[config.mk]
export PLATFORM = sky130hd
export DESIGN_NAME = cmd_streamer_status_regs
export DESIGN_NICKNAME = d
export VERILOG_FILES = /design/src/hdl/streamer_regs_pkg.sv /design/src/hdl/interrupt_identity_bank.sv /design/src/hdl/cmd_streamer_status_regs.sv
export SDC_FILE = /design/constraint.sdc
export NUM_CORES = 1
export LEC_CHECK = 0
export BUFFER_PORTS_ARGS = -buffer_cell sky130_fd_sc_hd__buf_2
export CORE_ASPECT_RATIO = 0.75
export CORE_UTILIZATION = 50
export CTS_BUF_LIST = sky130_fd_sc_hd__clkbuf_8
export CTS_CLUSTER_DIAMETER = 200
export CTS_CLUSTER_SIZE = 30
export DETAILED_ROUTE_END_ITERATION = 6
export PLACE_DENSITY = 0.75
export SYNTH_ARGS = -nofsm -noshare
export SYNTH_HDL_FRONTEND = slang
export SYNTH_SLANG_ARGS = --single-unit
[constraint.sdc]
create_clock -name ref_clk -period 5 [get_ports ref_clk]
set_clock_uncertainty 0.2 [all_clocks]
set_input_delay 0.25 -clock ref_clk [delete_from_list [all_inputs] [get_ports ref_clk]]
set_output_delay 0.25 -clock ref_clk [all_outputs]
set_load 0.05 [all_outputs]
[src/hdl/streamer_regs_pkg.sv]
// Offsets, field positions, reset values and carriers of the streamer status registers
package streamer_regs_pkg;
	localparam int ADDR_W = 16;
	typedef logic [ADDR_W-1:0] reg_addr_t;

	localparam reg_addr_t OFS_ERROR_LOCATION = 16'h4064;
	localparam reg_addr_t OFS_ERROR_HEADER = 16'h4068;
	localparam reg_addr_t OFS_ACTIVE_HEAD = 16'h4074;
	localparam reg_addr_t OFS_FETCH_OFFSET = 16'h4078;
	localparam reg_addr_t OFS_STATUS_PAGE = 16'h4080;
	localparam reg_addr_t OFS_NOOP_ID = 16'h4094;
	localparam reg_addr_t OFS_SW_MODE = 16'h409C;
	localparam reg_addr_t OFS_IDENTITY = 16'h40A4;
	localparam reg_addr_t OFS_ERROR_STATUS = 16'h40B0;
	localparam reg_addr_t OFS_ERROR_MASK = 16'h40B4;
	localparam reg_addr_t OFS_PARSER_MODE = 16'h40C0;
	localparam reg_addr_t OFS_PENDING_HEAD = 16'h4134;
	localparam reg_addr_t OFS_TIMEOUT_COUNT = 16'h4178;
	localparam reg_addr_t OFS_TIMEOUT_THRESH = 16'h417C;

	localparam logic [31:0] RST_ZERO = 32'h0000_0000;
	localparam logic [31:0] RST_STATUS_PAGE = 32'h1FFF_F000;
	localparam logic [31:0] RST_TIMEOUT_COUNT = 32'hFFFF_FFFF;
	localparam logic [31:0] RST_TIMEOUT_THRESH = 32'h0001_4500;
	localparam logic [31:0] COUNT_STOP = 32'hFFFF_FFFF;

	localparam int IRQ_TIMEOUT = 7;
	localparam int IRQ_MASTER_ERR = 2;
	localparam int IRQ_SYNC = 1;
	localparam int IRQ_USER = 0;
	localparam int LOC_BATCH = 3;
	localparam int MODE_INVAL_PENDING = 11;
	localparam int MODE_IDLE = 9;
	localparam int MODE_STOP = 8;
	localparam int PMC_SYNC_FLUSH = 5;
	localparam int ERR_W = 2;
	localparam int ERR_PARSER = 0;
	localparam int ERR_PAGE_TABLE = 1;
	localparam int NOOP_ID_W = 22;
	localparam logic [9:0] DW_SYNC_STATUS = 10'h000;
	localparam logic [9:0] DW_HEAD_REPORT = 10'h004;

	typedef struct packed {
		logic exec_valid;
		logic [31:0] header;
		logic error_valid;
		logic error_from_batch;
		logic page_fault;
		logic user_irq;
		logic noop_update;
		logic [NOOP_ID_W-1:0] noop_id;
		logic report_head;
	} parser_event_t;

	typedef struct packed {
		logic valid;
		logic [31:0] addr;
		logic [31:0] data;
		logic flush_cache;
	} status_write_t;
endpackage : streamer_regs_pkg

[src/hdl/interrupt_identity_bank.sv]
// Sticky and toggling interrupt identity bits of the streamer
module interrupt_identity_bank (
	input wire logic ref_clk,
	input wire logic rst_n,
	input wire logic timeout_hit,
	input wire logic master_err_pending,
	input wire logic sync_done,
	input wire logic user_irq,
	input wire logic clear_wr,
	input wire logic [31:0] clear_data,
	output logic [31:0] identity
);
	import streamer_regs_pkg::*;

	always_ff @(posedge ref_clk) begin
		if (!rst_n) begin
			identity <= RST_ZERO;
		end else begin
			// Set beats a simultaneous write-one clear
			if (timeout_hit) begin
				identity[IRQ_TIMEOUT] <= 1'b1;
			end else if (clear_wr && clear_data[IRQ_TIMEOUT]) begin
				identity[IRQ_TIMEOUT] <= 1'b0;
			end
			// Stays up until every unmasked error source is cleared first
			if (master_err_pending) begin
				identity[IRQ_MASTER_ERR] <= 1'b1;
			end else if (clear_wr && clear_data[IRQ_MASTER_ERR]) begin
				identity[IRQ_MASTER_ERR] <= 1'b0;
			end
			if (sync_done) begin
				identity[IRQ_SYNC] <= ~identity[IRQ_SYNC];
			end
			if (user_irq) begin
				identity[IRQ_USER] <= 1'b1;
			end else if (clear_wr && clear_data[IRQ_USER]) begin
				identity[IRQ_USER] <= 1'b0;
			end
		end
	end
endmodule : interrupt_identity_bank

[src/hdl/cmd_streamer_status_regs.sv]
// Status, debug and interrupt identity registers of the decode command streamer
// Function
// - Timeout counter reaching threshold sets identity bit 7.
// - Parser error sets bit 2; cleared after error source cleared, then bit 2 written.
// - Master error only from unmasked reported error conditions.
// - Bit 1 toggles when sync flush finishes after all engines flushed.
// - Sync toggle issues a coherent status dword write with cache flush.
// - User interrupt instruction sets bit 0; execution continues.
// - Location bit 3 shows whether faulting instruction came from batch buffer.
// - Error header loads first dword of every executed instruction.
// - Active head reports dword address in 31:2, low bits zero.
// - Fetch offset reports qword offset in 31:3, leading the head.
// - Status page address uses 31:12, resets to 1FFF F000h.
// - Head report writes ring head into status page dword 4.
// - Noop identifier holds last enabled 22-bit id; upper bits read zero.
// - Mode bits 15:0 change only where mask bit 31:16 is one.
// - With mode bit 11, pending head valid clears when heads match.
// - Stop ring bit 8 halts parser; idle bit 9 read-only.
// - Sync flush request bit 5 self-clears when the flush completes.
module cmd_streamer_status_regs (
	input wire logic ref_clk,
	input wire logic rst_n,
	input wire logic reg_wr_en,
	input wire logic reg_rd_en,
	input wire streamer_regs_pkg::reg_addr_t reg_addr,
	input wire logic [31:0] reg_wdata,
	output logic [31:0] reg_rdata,
	output logic reg_rd_valid,
	input wire streamer_regs_pkg::parser_event_t parser_evt,
	input wire logic [31:0] head_addr,
	input wire logic [31:0] fetch_offset,
	input wire logic parser_idle,
	input wire logic engines_flushed,
	input wire logic pending_head_taken,
	output logic stop_ring,
	output logic flush_req,
	output logic [31:0] pending_head,
	output logic pending_head_valid,
	output streamer_regs_pkg::status_write_t status_wr,
	input wire logic status_wr_ready,
	output logic [31:0] interrupt_identity
);
	import streamer_regs_pkg::*;

	typedef enum {SYNC_IDLE, SYNC_FLUSH, SYNC_WRITE} sync_state_t;

	function automatic logic [15:0] masked_update(input logic [15:0] cur, input logic [31:0] wd);
		masked_update = (cur & ~wd[31:16]) | (wd[15:0] & wd[31:16]);
	endfunction : masked_update

	logic [31:0] error_header;
	logic error_from_batch;
	logic [31:0] status_page;
	logic [NOOP_ID_W-1:0] noop_id;
	logic [15:0] sw_mode;
	logic [15:0] parser_mode;
	logic [ERR_W-1:0] error_status;
	logic [ERR_W-1:0] error_mask;
	logic [31:0] timeout_count;
	logic [31:0] timeout_thresh;
	logic [31:0] head_report_value;
	logic head_report_pending;
	logic timeout_hit;
	logic sync_done;
	logic master_err_pending;
	logic out_free;
	logic take_sync;
	logic take_head;
	logic heads_match;
	logic [31:0] next_rdata;
	sync_state_t sync_state;

	// Write strobes per register
	function automatic logic wr_hit(input logic en, input reg_addr_t a, input reg_addr_t ofs);
		wr_hit = en && (a == ofs);
	endfunction : wr_hit

	assign stop_ring = sw_mode[MODE_STOP];
	assign flush_req = (sync_state == SYNC_FLUSH);
	assign master_err_pending = |(error_status & ~error_mask);
	assign out_free = !status_wr.valid || status_wr_ready;
	assign take_sync = out_free && (sync_state == SYNC_WRITE);
	assign take_head = out_free && !take_sync && head_report_pending;
	assign heads_match = (head_addr[31:3] == pending_head[31:3]);

	// Debug captures; no write path reaches them
	always_ff @(posedge ref_clk) begin
		if (!rst_n) begin
			error_header <= RST_ZERO;
		end else if (parser_evt.exec_valid) begin
			error_header <= parser_evt.header;
		end
	end

	always_ff @(posedge ref_clk) begin
		if (!rst_n) begin
			error_from_batch <= 1'b0;
		end else if (parser_evt.error_valid) begin
			error_from_batch <= parser_evt.error_from_batch;
		end
	end

	always_ff @(posedge ref_clk) begin
		if (!rst_n) begin
			noop_id <= '0;
		end else if (parser_evt.noop_update) begin
			noop_id <= parser_evt.noop_id;
		end
	end

	always_ff @(posedge ref_clk) begin
		if (!rst_n) begin
			status_page <= RST_STATUS_PAGE;
		end else if (wr_hit(reg_wr_en, reg_addr, OFS_STATUS_PAGE)) begin
			status_page <= {reg_wdata[31:12], 12'h000};
		end
	end

	// Error sources: hardware set wins over software write-one clear
	always_ff @(posedge ref_clk) begin
		if (!rst_n) begin
			error_status <= '0;
		end else begin
			for (int i = 0; i < ERR_W; i++) begin
				if ((i == ERR_PARSER && parser_evt.error_valid) ||
				    (i == ERR_PAGE_TABLE && parser_evt.page_fault)) begin
					error_status[i] <= 1'b1;
				end else if (wr_hit(reg_wr_en, reg_addr, OFS_ERROR_STATUS) && reg_wdata[i]) begin
					error_status[i] <= 1'b0;
				end
			end
		end
	end

	always_ff @(posedge ref_clk) begin
		if (!rst_n) begin
			error_mask <= '0;
		end else if (wr_hit(reg_wr_en, reg_addr, OFS_ERROR_MASK)) begin
			error_mask <= reg_wdata[ERR_W-1:0];
		end
	end

	always_ff @(posedge ref_clk) begin
		if (!rst_n) begin
			sw_mode <= RST_ZERO[15:0];
		end else if (wr_hit(reg_wr_en, reg_addr, OFS_SW_MODE)) begin
			sw_mode <= masked_update(sw_mode, reg_wdata);
		end
	end

	// Flush bit self-clears even under an unrelated write, unless that write re-arms it
	always_ff @(posedge ref_clk) begin
		if (!rst_n) begin
			parser_mode <= RST_ZERO[15:0];
		end else begin
			if (wr_hit(reg_wr_en, reg_addr, OFS_PARSER_MODE)) begin
				parser_mode <= masked_update(parser_mode, reg_wdata);
			end
			if (sync_done && !(wr_hit(reg_wr_en, reg_addr, OFS_PARSER_MODE) &&
			    reg_wdata[16 + PMC_SYNC_FLUSH])) begin
				parser_mode[PMC_SYNC_FLUSH] <= 1'b0;
			end
		end
	end

	always_ff @(posedge ref_clk) begin
		if (!rst_n) begin
			pending_head <= RST_ZERO;
		end else if (wr_hit(reg_wr_en, reg_addr, OFS_PENDING_HEAD)) begin
			pending_head <= {reg_wdata[31:3], 3'b000};
		end
	end

	// Software setting the valid bit wins over a hardware clear
	always_ff @(posedge ref_clk) begin
		if (!rst_n) begin
			pending_head_valid <= 1'b0;
		end else if (wr_hit(reg_wr_en, reg_addr, OFS_PENDING_HEAD) && reg_wdata[0]) begin
			pending_head_valid <= 1'b1;
		end else if (wr_hit(reg_wr_en, reg_addr, OFS_PENDING_HEAD)) begin
			pending_head_valid <= 1'b0;
		end else if (pending_head_taken) begin
			pending_head_valid <= 1'b0;
		end else if (sw_mode[MODE_INVAL_PENDING] && heads_match) begin
			pending_head_valid <= 1'b0;
		end
	end

	// Timeout counter: zero write starts it, all-ones stops it
	always_ff @(posedge ref_clk) begin
		if (!rst_n) begin
			timeout_count <= RST_TIMEOUT_COUNT;
			timeout_hit <= 1'b0;
		end else begin
			timeout_hit <= 1'b0;
			if (wr_hit(reg_wr_en, reg_addr, OFS_TIMEOUT_COUNT)) begin
				timeout_count <= reg_wdata;
			end else if (timeout_count != COUNT_STOP) begin
				if (timeout_count == timeout_thresh) begin
					timeout_count <= RST_ZERO;
					timeout_hit <= 1'b1;
				end else begin
					timeout_count <= timeout_count + 32'h0000_0001;
				end
			end
		end
	end

	always_ff @(posedge ref_clk) begin
		if (!rst_n) begin
			timeout_thresh <= RST_TIMEOUT_THRESH;
		end else if (wr_hit(reg_wr_en, reg_addr, OFS_TIMEOUT_THRESH)) begin
			timeout_thresh <= reg_wdata;
		end
	end

	// Sync flush sequence; flush only starts once the parser is idle
	always_ff @(posedge ref_clk) begin
		if (!rst_n) begin
			sync_state <= SYNC_IDLE;
			sync_done <= 1'b0;
		end else begin
			sync_done <= 1'b0;
			unique case (sync_state)
				SYNC_IDLE: begin
					if (parser_mode[PMC_SYNC_FLUSH] && parser_idle) begin
						sync_state <= SYNC_FLUSH;
					end
				end
				SYNC_FLUSH: begin
					if (engines_flushed) begin
						sync_done <= 1'b1;
						sync_state <= SYNC_WRITE;
					end
				end
				SYNC_WRITE: begin
					if (take_sync) begin
						sync_state <= SYNC_IDLE;
					end
				end
			endcase
		end
	end

	// Head report value is caught at the event; a new report reloads it
	always_ff @(posedge ref_clk) begin
		if (!rst_n) begin
			head_report_value <= RST_ZERO;
			head_report_pending <= 1'b0;
		end else begin
			if (parser_evt.report_head) begin
				head_report_value <= {head_addr[31:2], 2'b00};
				head_report_pending <= 1'b1;
			end else if (take_head) begin
				head_report_pending <= 1'b0;
			end
		end
	end

	// Status page writer; sync status has priority over head reports
	always_ff @(posedge ref_clk) begin
		if (!rst_n) begin
			status_wr <= '0;
		end else if (out_free) begin
			if (take_sync) begin
				status_wr.valid <= 1'b1;
				status_wr.addr <= {status_page[31:12], DW_SYNC_STATUS, 2'b00};
				// Toggle still in flight only when the write leaves at once
				status_wr.data <= interrupt_identity ^ {30'h0, sync_done, 1'b0};
				status_wr.flush_cache <= 1'b1;
			end else if (take_head) begin
				status_wr.valid <= 1'b1;
				status_wr.addr <= {status_page[31:12], DW_HEAD_REPORT, 2'b00};
				status_wr.data <= head_report_value;
				status_wr.flush_cache <= 1'b0;
			end else begin
				status_wr.valid <= 1'b0;
			end
		end
	end

	interrupt_identity_bank u_identity (
		.ref_clk(ref_clk),
		.rst_n(rst_n),
		.timeout_hit(timeout_hit),
		.master_err_pending(master_err_pending),
		.sync_done(sync_done),
		.user_irq(parser_evt.user_irq),
		.clear_wr(wr_hit(reg_wr_en, reg_addr, OFS_IDENTITY)),
		.clear_data(reg_wdata),
		.identity(interrupt_identity)
	);

	// Read mux; unmapped offsets read zero
	always_comb begin
		next_rdata = RST_ZERO;
		unique case (reg_addr)
			OFS_ERROR_LOCATION: next_rdata[LOC_BATCH] = error_from_batch;
			OFS_ERROR_HEADER: next_rdata = error_header;
			OFS_ACTIVE_HEAD: next_rdata = {head_addr[31:2], 2'b00};
			OFS_FETCH_OFFSET: next_rdata = {fetch_offset[31:3], 3'b000};
			OFS_STATUS_PAGE: next_rdata = status_page;
			OFS_NOOP_ID: next_rdata = {10'h000, noop_id};
			OFS_SW_MODE: begin
				next_rdata = {16'h0000, sw_mode};
				next_rdata[MODE_IDLE] = parser_idle;
			end
			OFS_IDENTITY: next_rdata = interrupt_identity;
			OFS_ERROR_STATUS: next_rdata[ERR_W-1:0] = error_status;
			OFS_ERROR_MASK: next_rdata[ERR_W-1:0] = error_mask;
			OFS_PARSER_MODE: next_rdata = {16'h0000, parser_mode};
			OFS_PENDING_HEAD: next_rdata = {pending_head[31:3], 2'b00, pending_head_valid};
			OFS_TIMEOUT_COUNT: next_rdata = timeout_count;
			OFS_TIMEOUT_THRESH: next_rdata = timeout_thresh;
			default: next_rdata = RST_ZERO;
		endcase
	end

	always_ff @(posedge ref_clk) begin
		if (!rst_n) begin
			reg_rdata <= RST_ZERO;
			reg_rd_valid <= 1'b0;
		end else begin
			reg_rd_valid <= reg_rd_en;
			if (reg_rd_en) begin
				reg_rdata <= next_rdata;
			end
		end
	end
endmodule : cmd_streamer_status_regs

Yosys cells after proc, flatten, opt, wreduce, memory -nomap -nowiden
Index checks and enable logic that the tools add are counted.

Register bits after elaboration: 373. Latch bits: 0. Bits in writable memories: 0. Bits in read-only memories: 0. Bits of input ports: 181. Output and inout bits: 166. Word-level logic and storage cells: 140. Memories kept: 0.

Add/subtract/negate cells: 1. Multipliers: 0. Div/mod/pow operators: 0. Order comparisons: 0. Equality and inequality tests: 24. Shift operators: 0. Muxes and demuxes: 32. Bitwise logic cells: 12. Reduce and logical (&&, ||, !) cells: 42.

Operators by type and width (count): case mux 28 bit (11 select lines) (1); == test 16 x 15 -> 1 bit (second input constant) (14); two-way mux 32 bit (6); case mux 32 bit (3 select lines) (1); two-way mux 66 bit (1); two-way mux 65 bit (1); == test 32 x 2 -> 1 bit (second input constant) (2); bitwise AND 16 bit (3); adder 32 x 1 -> 32 bit (second input constant) (1); == test 32 x 1 -> 1 bit (second input constant) (1); == test 32 x 3 -> 1 bit (second input constant) (1); == test 32 bit (1); logical NOT 32 bit (1); != test 32 bit (second input constant) (1); bitwise OR 16 bit (2); == test 29 bit (1); logical AND 1 bit (22); case mux 2 bit (10 select lines) (1); two-way mux 1 bit (19); NOT 16 bit (1); nonzero test 2 bit (8); case mux 1 bit (10 select lines) (1); case mux 1 bit (8 select lines) (1); XOR 8 x 2 -> 8 bit (1); 11 further kinds (19).

Logic depth before layout (Yosys ltp)
Word-level depth: 8. Gate-level depth with buffers: 9. Depth with buffers taken out: 7.

Hierarchy
A second synthesis with hierarchy kept.

Cell total of the unflattened synthesis: 1878. Area total of the unflattened synthesis: 15864.0 um^2.

Modules (own cells, without submodules): cmd_streamer_status_regs (instances 1, cells an instance 1834, area an instance 15509.9 um^2, sequential area each 6546.3 um^2); interrupt_identity_bank (instances 1, cells an instance 44, area an instance 354.1 um^2, sequential area each 80.1 um^2).

Worst setup path after synthesis
No wires, ideal clock.

Path type: input-to-reg. Start point: input port reg_addr[13]. End point: register reg_rdata[25]. Library setup time: 58 ps. Arrival: 1988 ps. Data required time: 4742 ps. Path slack: 2754 ps. Stages on the path: 8. Buffers on the path: 2. Path through: or4b_1 -> buf_4 -> or3_4 -> o32ai_4 -> o31ai_4 -> buf_6 -> a41oi_2 -> o21a_1.

Cells in the longest elaborated chain, start to end: 2. Elaborated cells between the ends (all ways): 12. Those cells by class: 11 x eq/ne; 1 x mux.

RTL lines: from (decl) (RTL line cmd_streamer_status_regs.sv:25) `input wire streamer_regs_pkg::reg_addr_t reg_addr,`; == test 16 x 15 -> 1 bit, on equally long branches; case mux 28 bit (11 select lines) * (RTL line cmd_streamer_status_regs.sv:297) `unique case (reg_addr)`; to (signal assigned) (RTL line cmd_streamer_status_regs.sv:326) `reg_rdata <= next_rdata;`; to (decl) (RTL line cmd_streamer_status_regs.sv:27) `output logic [31:0] reg_rdata,`.

Every way passes the cells marked *; elsewhere a longest branch is shown, timed or not. A chain may end at the register's enable or synchronous reset.

Worst setup path after layout
Start point: input port reg_addr[2]. End point: register pending_head_valid.

Cells in the longest elaborated chain, start to end: 4. Elaborated cells between the ends (all ways): 6. Those cells by class: 1 x eq/ne; 2 x mux; 3 x reduce/logical.

RTL lines: == test 16 x 15 -> 1 bit * (RTL line cmd_streamer_status_regs.sv:75) `wr_hit = en && (a == ofs);`; logical AND 1 bit * (RTL line cmd_streamer_status_regs.sv:75); two-way mux 1 bit or logical AND 1 bit (tied branches) (RTL line cmd_streamer_status_regs.sv:180, cmd_streamer_status_regs.sv:178); two-way mux 1 bit or nonzero test 4 bit (tied branches); to (signal assigned) (RTL line cmd_streamer_status_regs.sv:177) `pending_head_valid <= 1'b0;`; to (signal assigned) (RTL line cmd_streamer_status_regs.sv:179) `pending_head_valid <= 1'b1;`; to (signal assigned) (RTL line cmd_streamer_status_regs.sv:181) `pending_head_valid <= 1'b0;`; to (decl) (RTL line cmd_streamer_status_regs.sv:38) `output logic pending_head_valid,`.

Marks and branches as above.

==> metrics.yaml <==
setup_path:
  path_delay_family: "simple AND/OR/NAND/NOR gates"
  path_cells: "dlygate4sd3_1 -> buf_2 -> nor2b_1 -> nand3_1 -> nor4_4 -> and2_1 -> nand2_1 -> a21oi_1 -> dlygate4sd3_1"
  path_common_cell: "dlygate4sd3_1"
  worst_path_max_delay_cell: "nor4_4"
  path_buf_inv: 3
  required_ns: 5.34
  cp_slowest_stage_delay_ns: 0.66
  end_kind: "register"
  arrival_ns: 3.58
  reg2reg_setup_slack_ns: 2.13
  worstPathMaxFanout: 11
  startpoint_type: "input port"
  crit_type: "in -> reg"
cts:
  clock_sinks: 331
  cts-root-buf: "clkbuf_8"
  clk_latency_ns: 0.60
  cts_buffer_depth: 3
  cts_tree: "built"
  cts_setup_buffers: 0
  cts_buffers: 15
  clkTransAtPathRegs_ns: 0.19
  cts_htree_levels: 1
logic_synthesis:
  ys_ff_latch: 331
  synth_top_area_cell: "dfxtp_1"
  syn-instance-count: 1860
  synth_warnings: 0
  synthFlopType: "dfxtp_1"
  avgSynthCellArea_um2: 8.54
  synth.cell_area_um2: 15900
  synthArstFlopShare_pct: 0
  synth_top_area_share_pct: 41.7
  synth_edf_count: 0
  post_synth_main_area_contributors: "dfxtp_1 42%, mux2i_1 8.2%, nand2_1 7.8%"
  yosysSeqAreaShare_pct: 41.7
  ys_types: 78
place:
  pre_cts_ws_ns: 1.74
  numPortBuffers: 299
  place_area_um2: 17400
  place.gp.congestion: 0.968
  hpwl_um: 42700
global_route:
  antenna_found_initial: 0
  grt_pass1_vias: 14629
  track_usage_pct: 35.5
  grt-ovfl-total: 0
  grt_pass1_wl_um: 88500
  grt_max_degree: 160
timing:
  max_freq_mhz: 309
  setup_viol: 0
  final-hold-violation-count: 0
  fin_setup_tns_ns: 0
  rsz0062_at_grt: "no"
  layout_setup_ws_ns: 1.76
  worstMarginPinSlew_ns: 1.23
  fin_crit_sh_pct: 64.8
  drv_slew: 0
  relSlewSlack_pct: 17.5
  period_minus_slack_ns: 3.24
floorplanning:
  num_rows: 56
  chipHeight_um: 156
  die_w_um: 208
  die-area_um2: 32500
  initial_core_util_pct: 50.8
  ios: 347
  core_area_um2: 31300
drt:
  post-route-drc-count: 0
  wire_per_inst_um: 22.9
  drt-initial-drc-count: 1960
  vias: 15656
  wirelength_um: 59500
  ant_nets: 0
  first_pass_iters: 7
  vias_per_cell: 6.03
finish:
  nets: 2373
  layout_common_cells: "331 x dfxtp_1, 328 x nand2_1, 299 x buf_2, 178 x nor2_1, 131 x dlygate4sd3_1"
  final_common_cell: "dfxtp_1"
  design_area_um2: 18900
  drive_above_1_share_pct: 17.9
  area_delta_synth_final_pct: 19.1
  num-fill-cells: 2796
pwr:
  p_leak_uw: 0.00770
  ir_drop_uv: 226
  power-per-cell-area_nw_per_um2: 335
  p_total_uw: 6330
run:
  maxCapViolations: 0
run_status:
  outcome: "finished, final reports clean"
worst_hold_path:
  worstHoldPathType: "in -> reg"
[registers in the layout (all words and copies together), names as in the netlist, 22 cells and up, named ones only]
name / flops
head_report_value: 30
status_wr: 55
error_header: 32
noop_id: 22
pending_head: 29
reg_rdata: 32
timeout_thresh: 32
timeout_count: 32
[logic make-up after synthesis]
| group | Yosys count | synth area share, % |
|---|---|---|
| DFF | 331 | 41.7 |
| xor gates and xnor gates | 92 | 5.07 |
| other | 1 | 0.0236 |
| AOI/OAI and AO/OA | 385 | 17.5 |
| muxes | 133 | 8.40 |
| buffers and inverters | 197 | 6.05 |
| adders and majority gates | 4 | 0.315 |
| and+or+nand+nor | 717 | 21.0 |
[synthesized netlist by cell type, types with 3 or more instances]
| library cell | count |
|---|---|
| a221oi_2 | 15 |
| o21ai_1 | 4 |
| and3_1 | 13 |
| a22oi_1 | 61 |
| nor3_1 | 10 |
| a41o_1 | 3 |
| nor4_1 | 13 |
| nor2b_1 | 14 |
| o21a_1 | 36 |
| nor2_1 | 179 |
| o311ai_0 | 7 |
| nor3b_1 | 3 |
| o22a_1 | 12 |
| buf_4 | 47 |
| a32o_1 | 3 |
| ha_1 | 4 |
| buf_1 | 5 |
| buf_2 | 24 |
| o2bb2ai_1 | 3 |
| nand4_1 | 21 |
| or4_1 | 3 |
| a221oi_1 | 20 |
| xnor2_1 | 17 |
| mux2i_1 | 130 |
| a41oi_2 | 5 |
| mux2_2 | 3 |
| clkbuf_1 | 108 |
| a41oi_1 | 5 |
| and4_1 | 6 |
| xor2_1 | 75 |
| a221o_1 | 3 |
| o21ai_0 | 55 |
| nand2b_1 | 24 |
| dfxtp_1 | 331 |
| nand2_1 | 328 |
| inv_1 | 10 |
| or3_1 | 3 |
| nand4b_1 | 3 |
| and2_1 | 7 |
| nand3_1 | 63 |
| a222oi_1 | 15 |
| a21oi_1 | 117 |
| nor4_4 | 5 |
[worst paths after layout]
kind	depth (start not counted)	end	start
max	9	pending_head_valid	reg_addr[2]
min	3	register	rst_n
max reg2reg	6	timeout_count[8]	timeout_count[10]
min reg2reg	2	status_wr[62]	status_wr[62]
[layer usage]
metal	vias to the layer above	global-route usage (%)	part of all wire [%]
met5	-	0	0
met4	0	14.5	4.3
met3	147	5.46	10
met2	950	56.1	44
met1	7486	48.6	41
li1	7073	-	-
[stage by stage]
step,utilization [%],hold slack [ns],instances
final,60.6,0.0255,2595
after global routing,60.6,0.0488,2594
after CTS,60.6,0.0267,2594
after detailed placement,55.6,0.246,2446
after global placement,55.6,0.231,2446
after floorplan,-,0.167,1901
[worst register-to-register path: cells and delay by family (launching register included)]
| family | cells | cell delay, ns |
|---|---|---|
| AOI/OAI and AO/OA | 2 | 0.35 |
| DFF | 1 | 0.56 |
| and+or+nand+nor | 4 | 1.71 |
[power by group]
group          internal [uW]  leakage, uW  total, uW  switching, uW
clock network            290     0.000125       1140            851
logic                    792      0.00487       2060           1270
registers               2850      0.00270       3130            282
[repair_timing]
item | CTS | global route
gates resized for setup | 0 | 0
hold buffers | 131 | 0
endpoints found under the hold margin | 245 | 0
endpoints found under the setup margin | 0 | 0
[area by class of cell]
| cell class | count | area [um2] | share of cell area [%] |
|---|---|---|---|
| timing repair buffer | 456 | 3000 | 15.9 |
| sequential | 331 | 6630 | 35.0 |
| clock buffer | 15 | 206 | 1.09 |
| multi-input combinational | 1373 | 8500 | 44.9 |
| tap | 406 | 508 | 2.68 |
| inverter | 11 | 48.8 | 0.258 |
| antenna | 1 | 2.50 | 0.0132 |
| clock inverter | 2 | 33.8 | 0.179 |
Note: power is estimated with default switching activity, not from simulation.
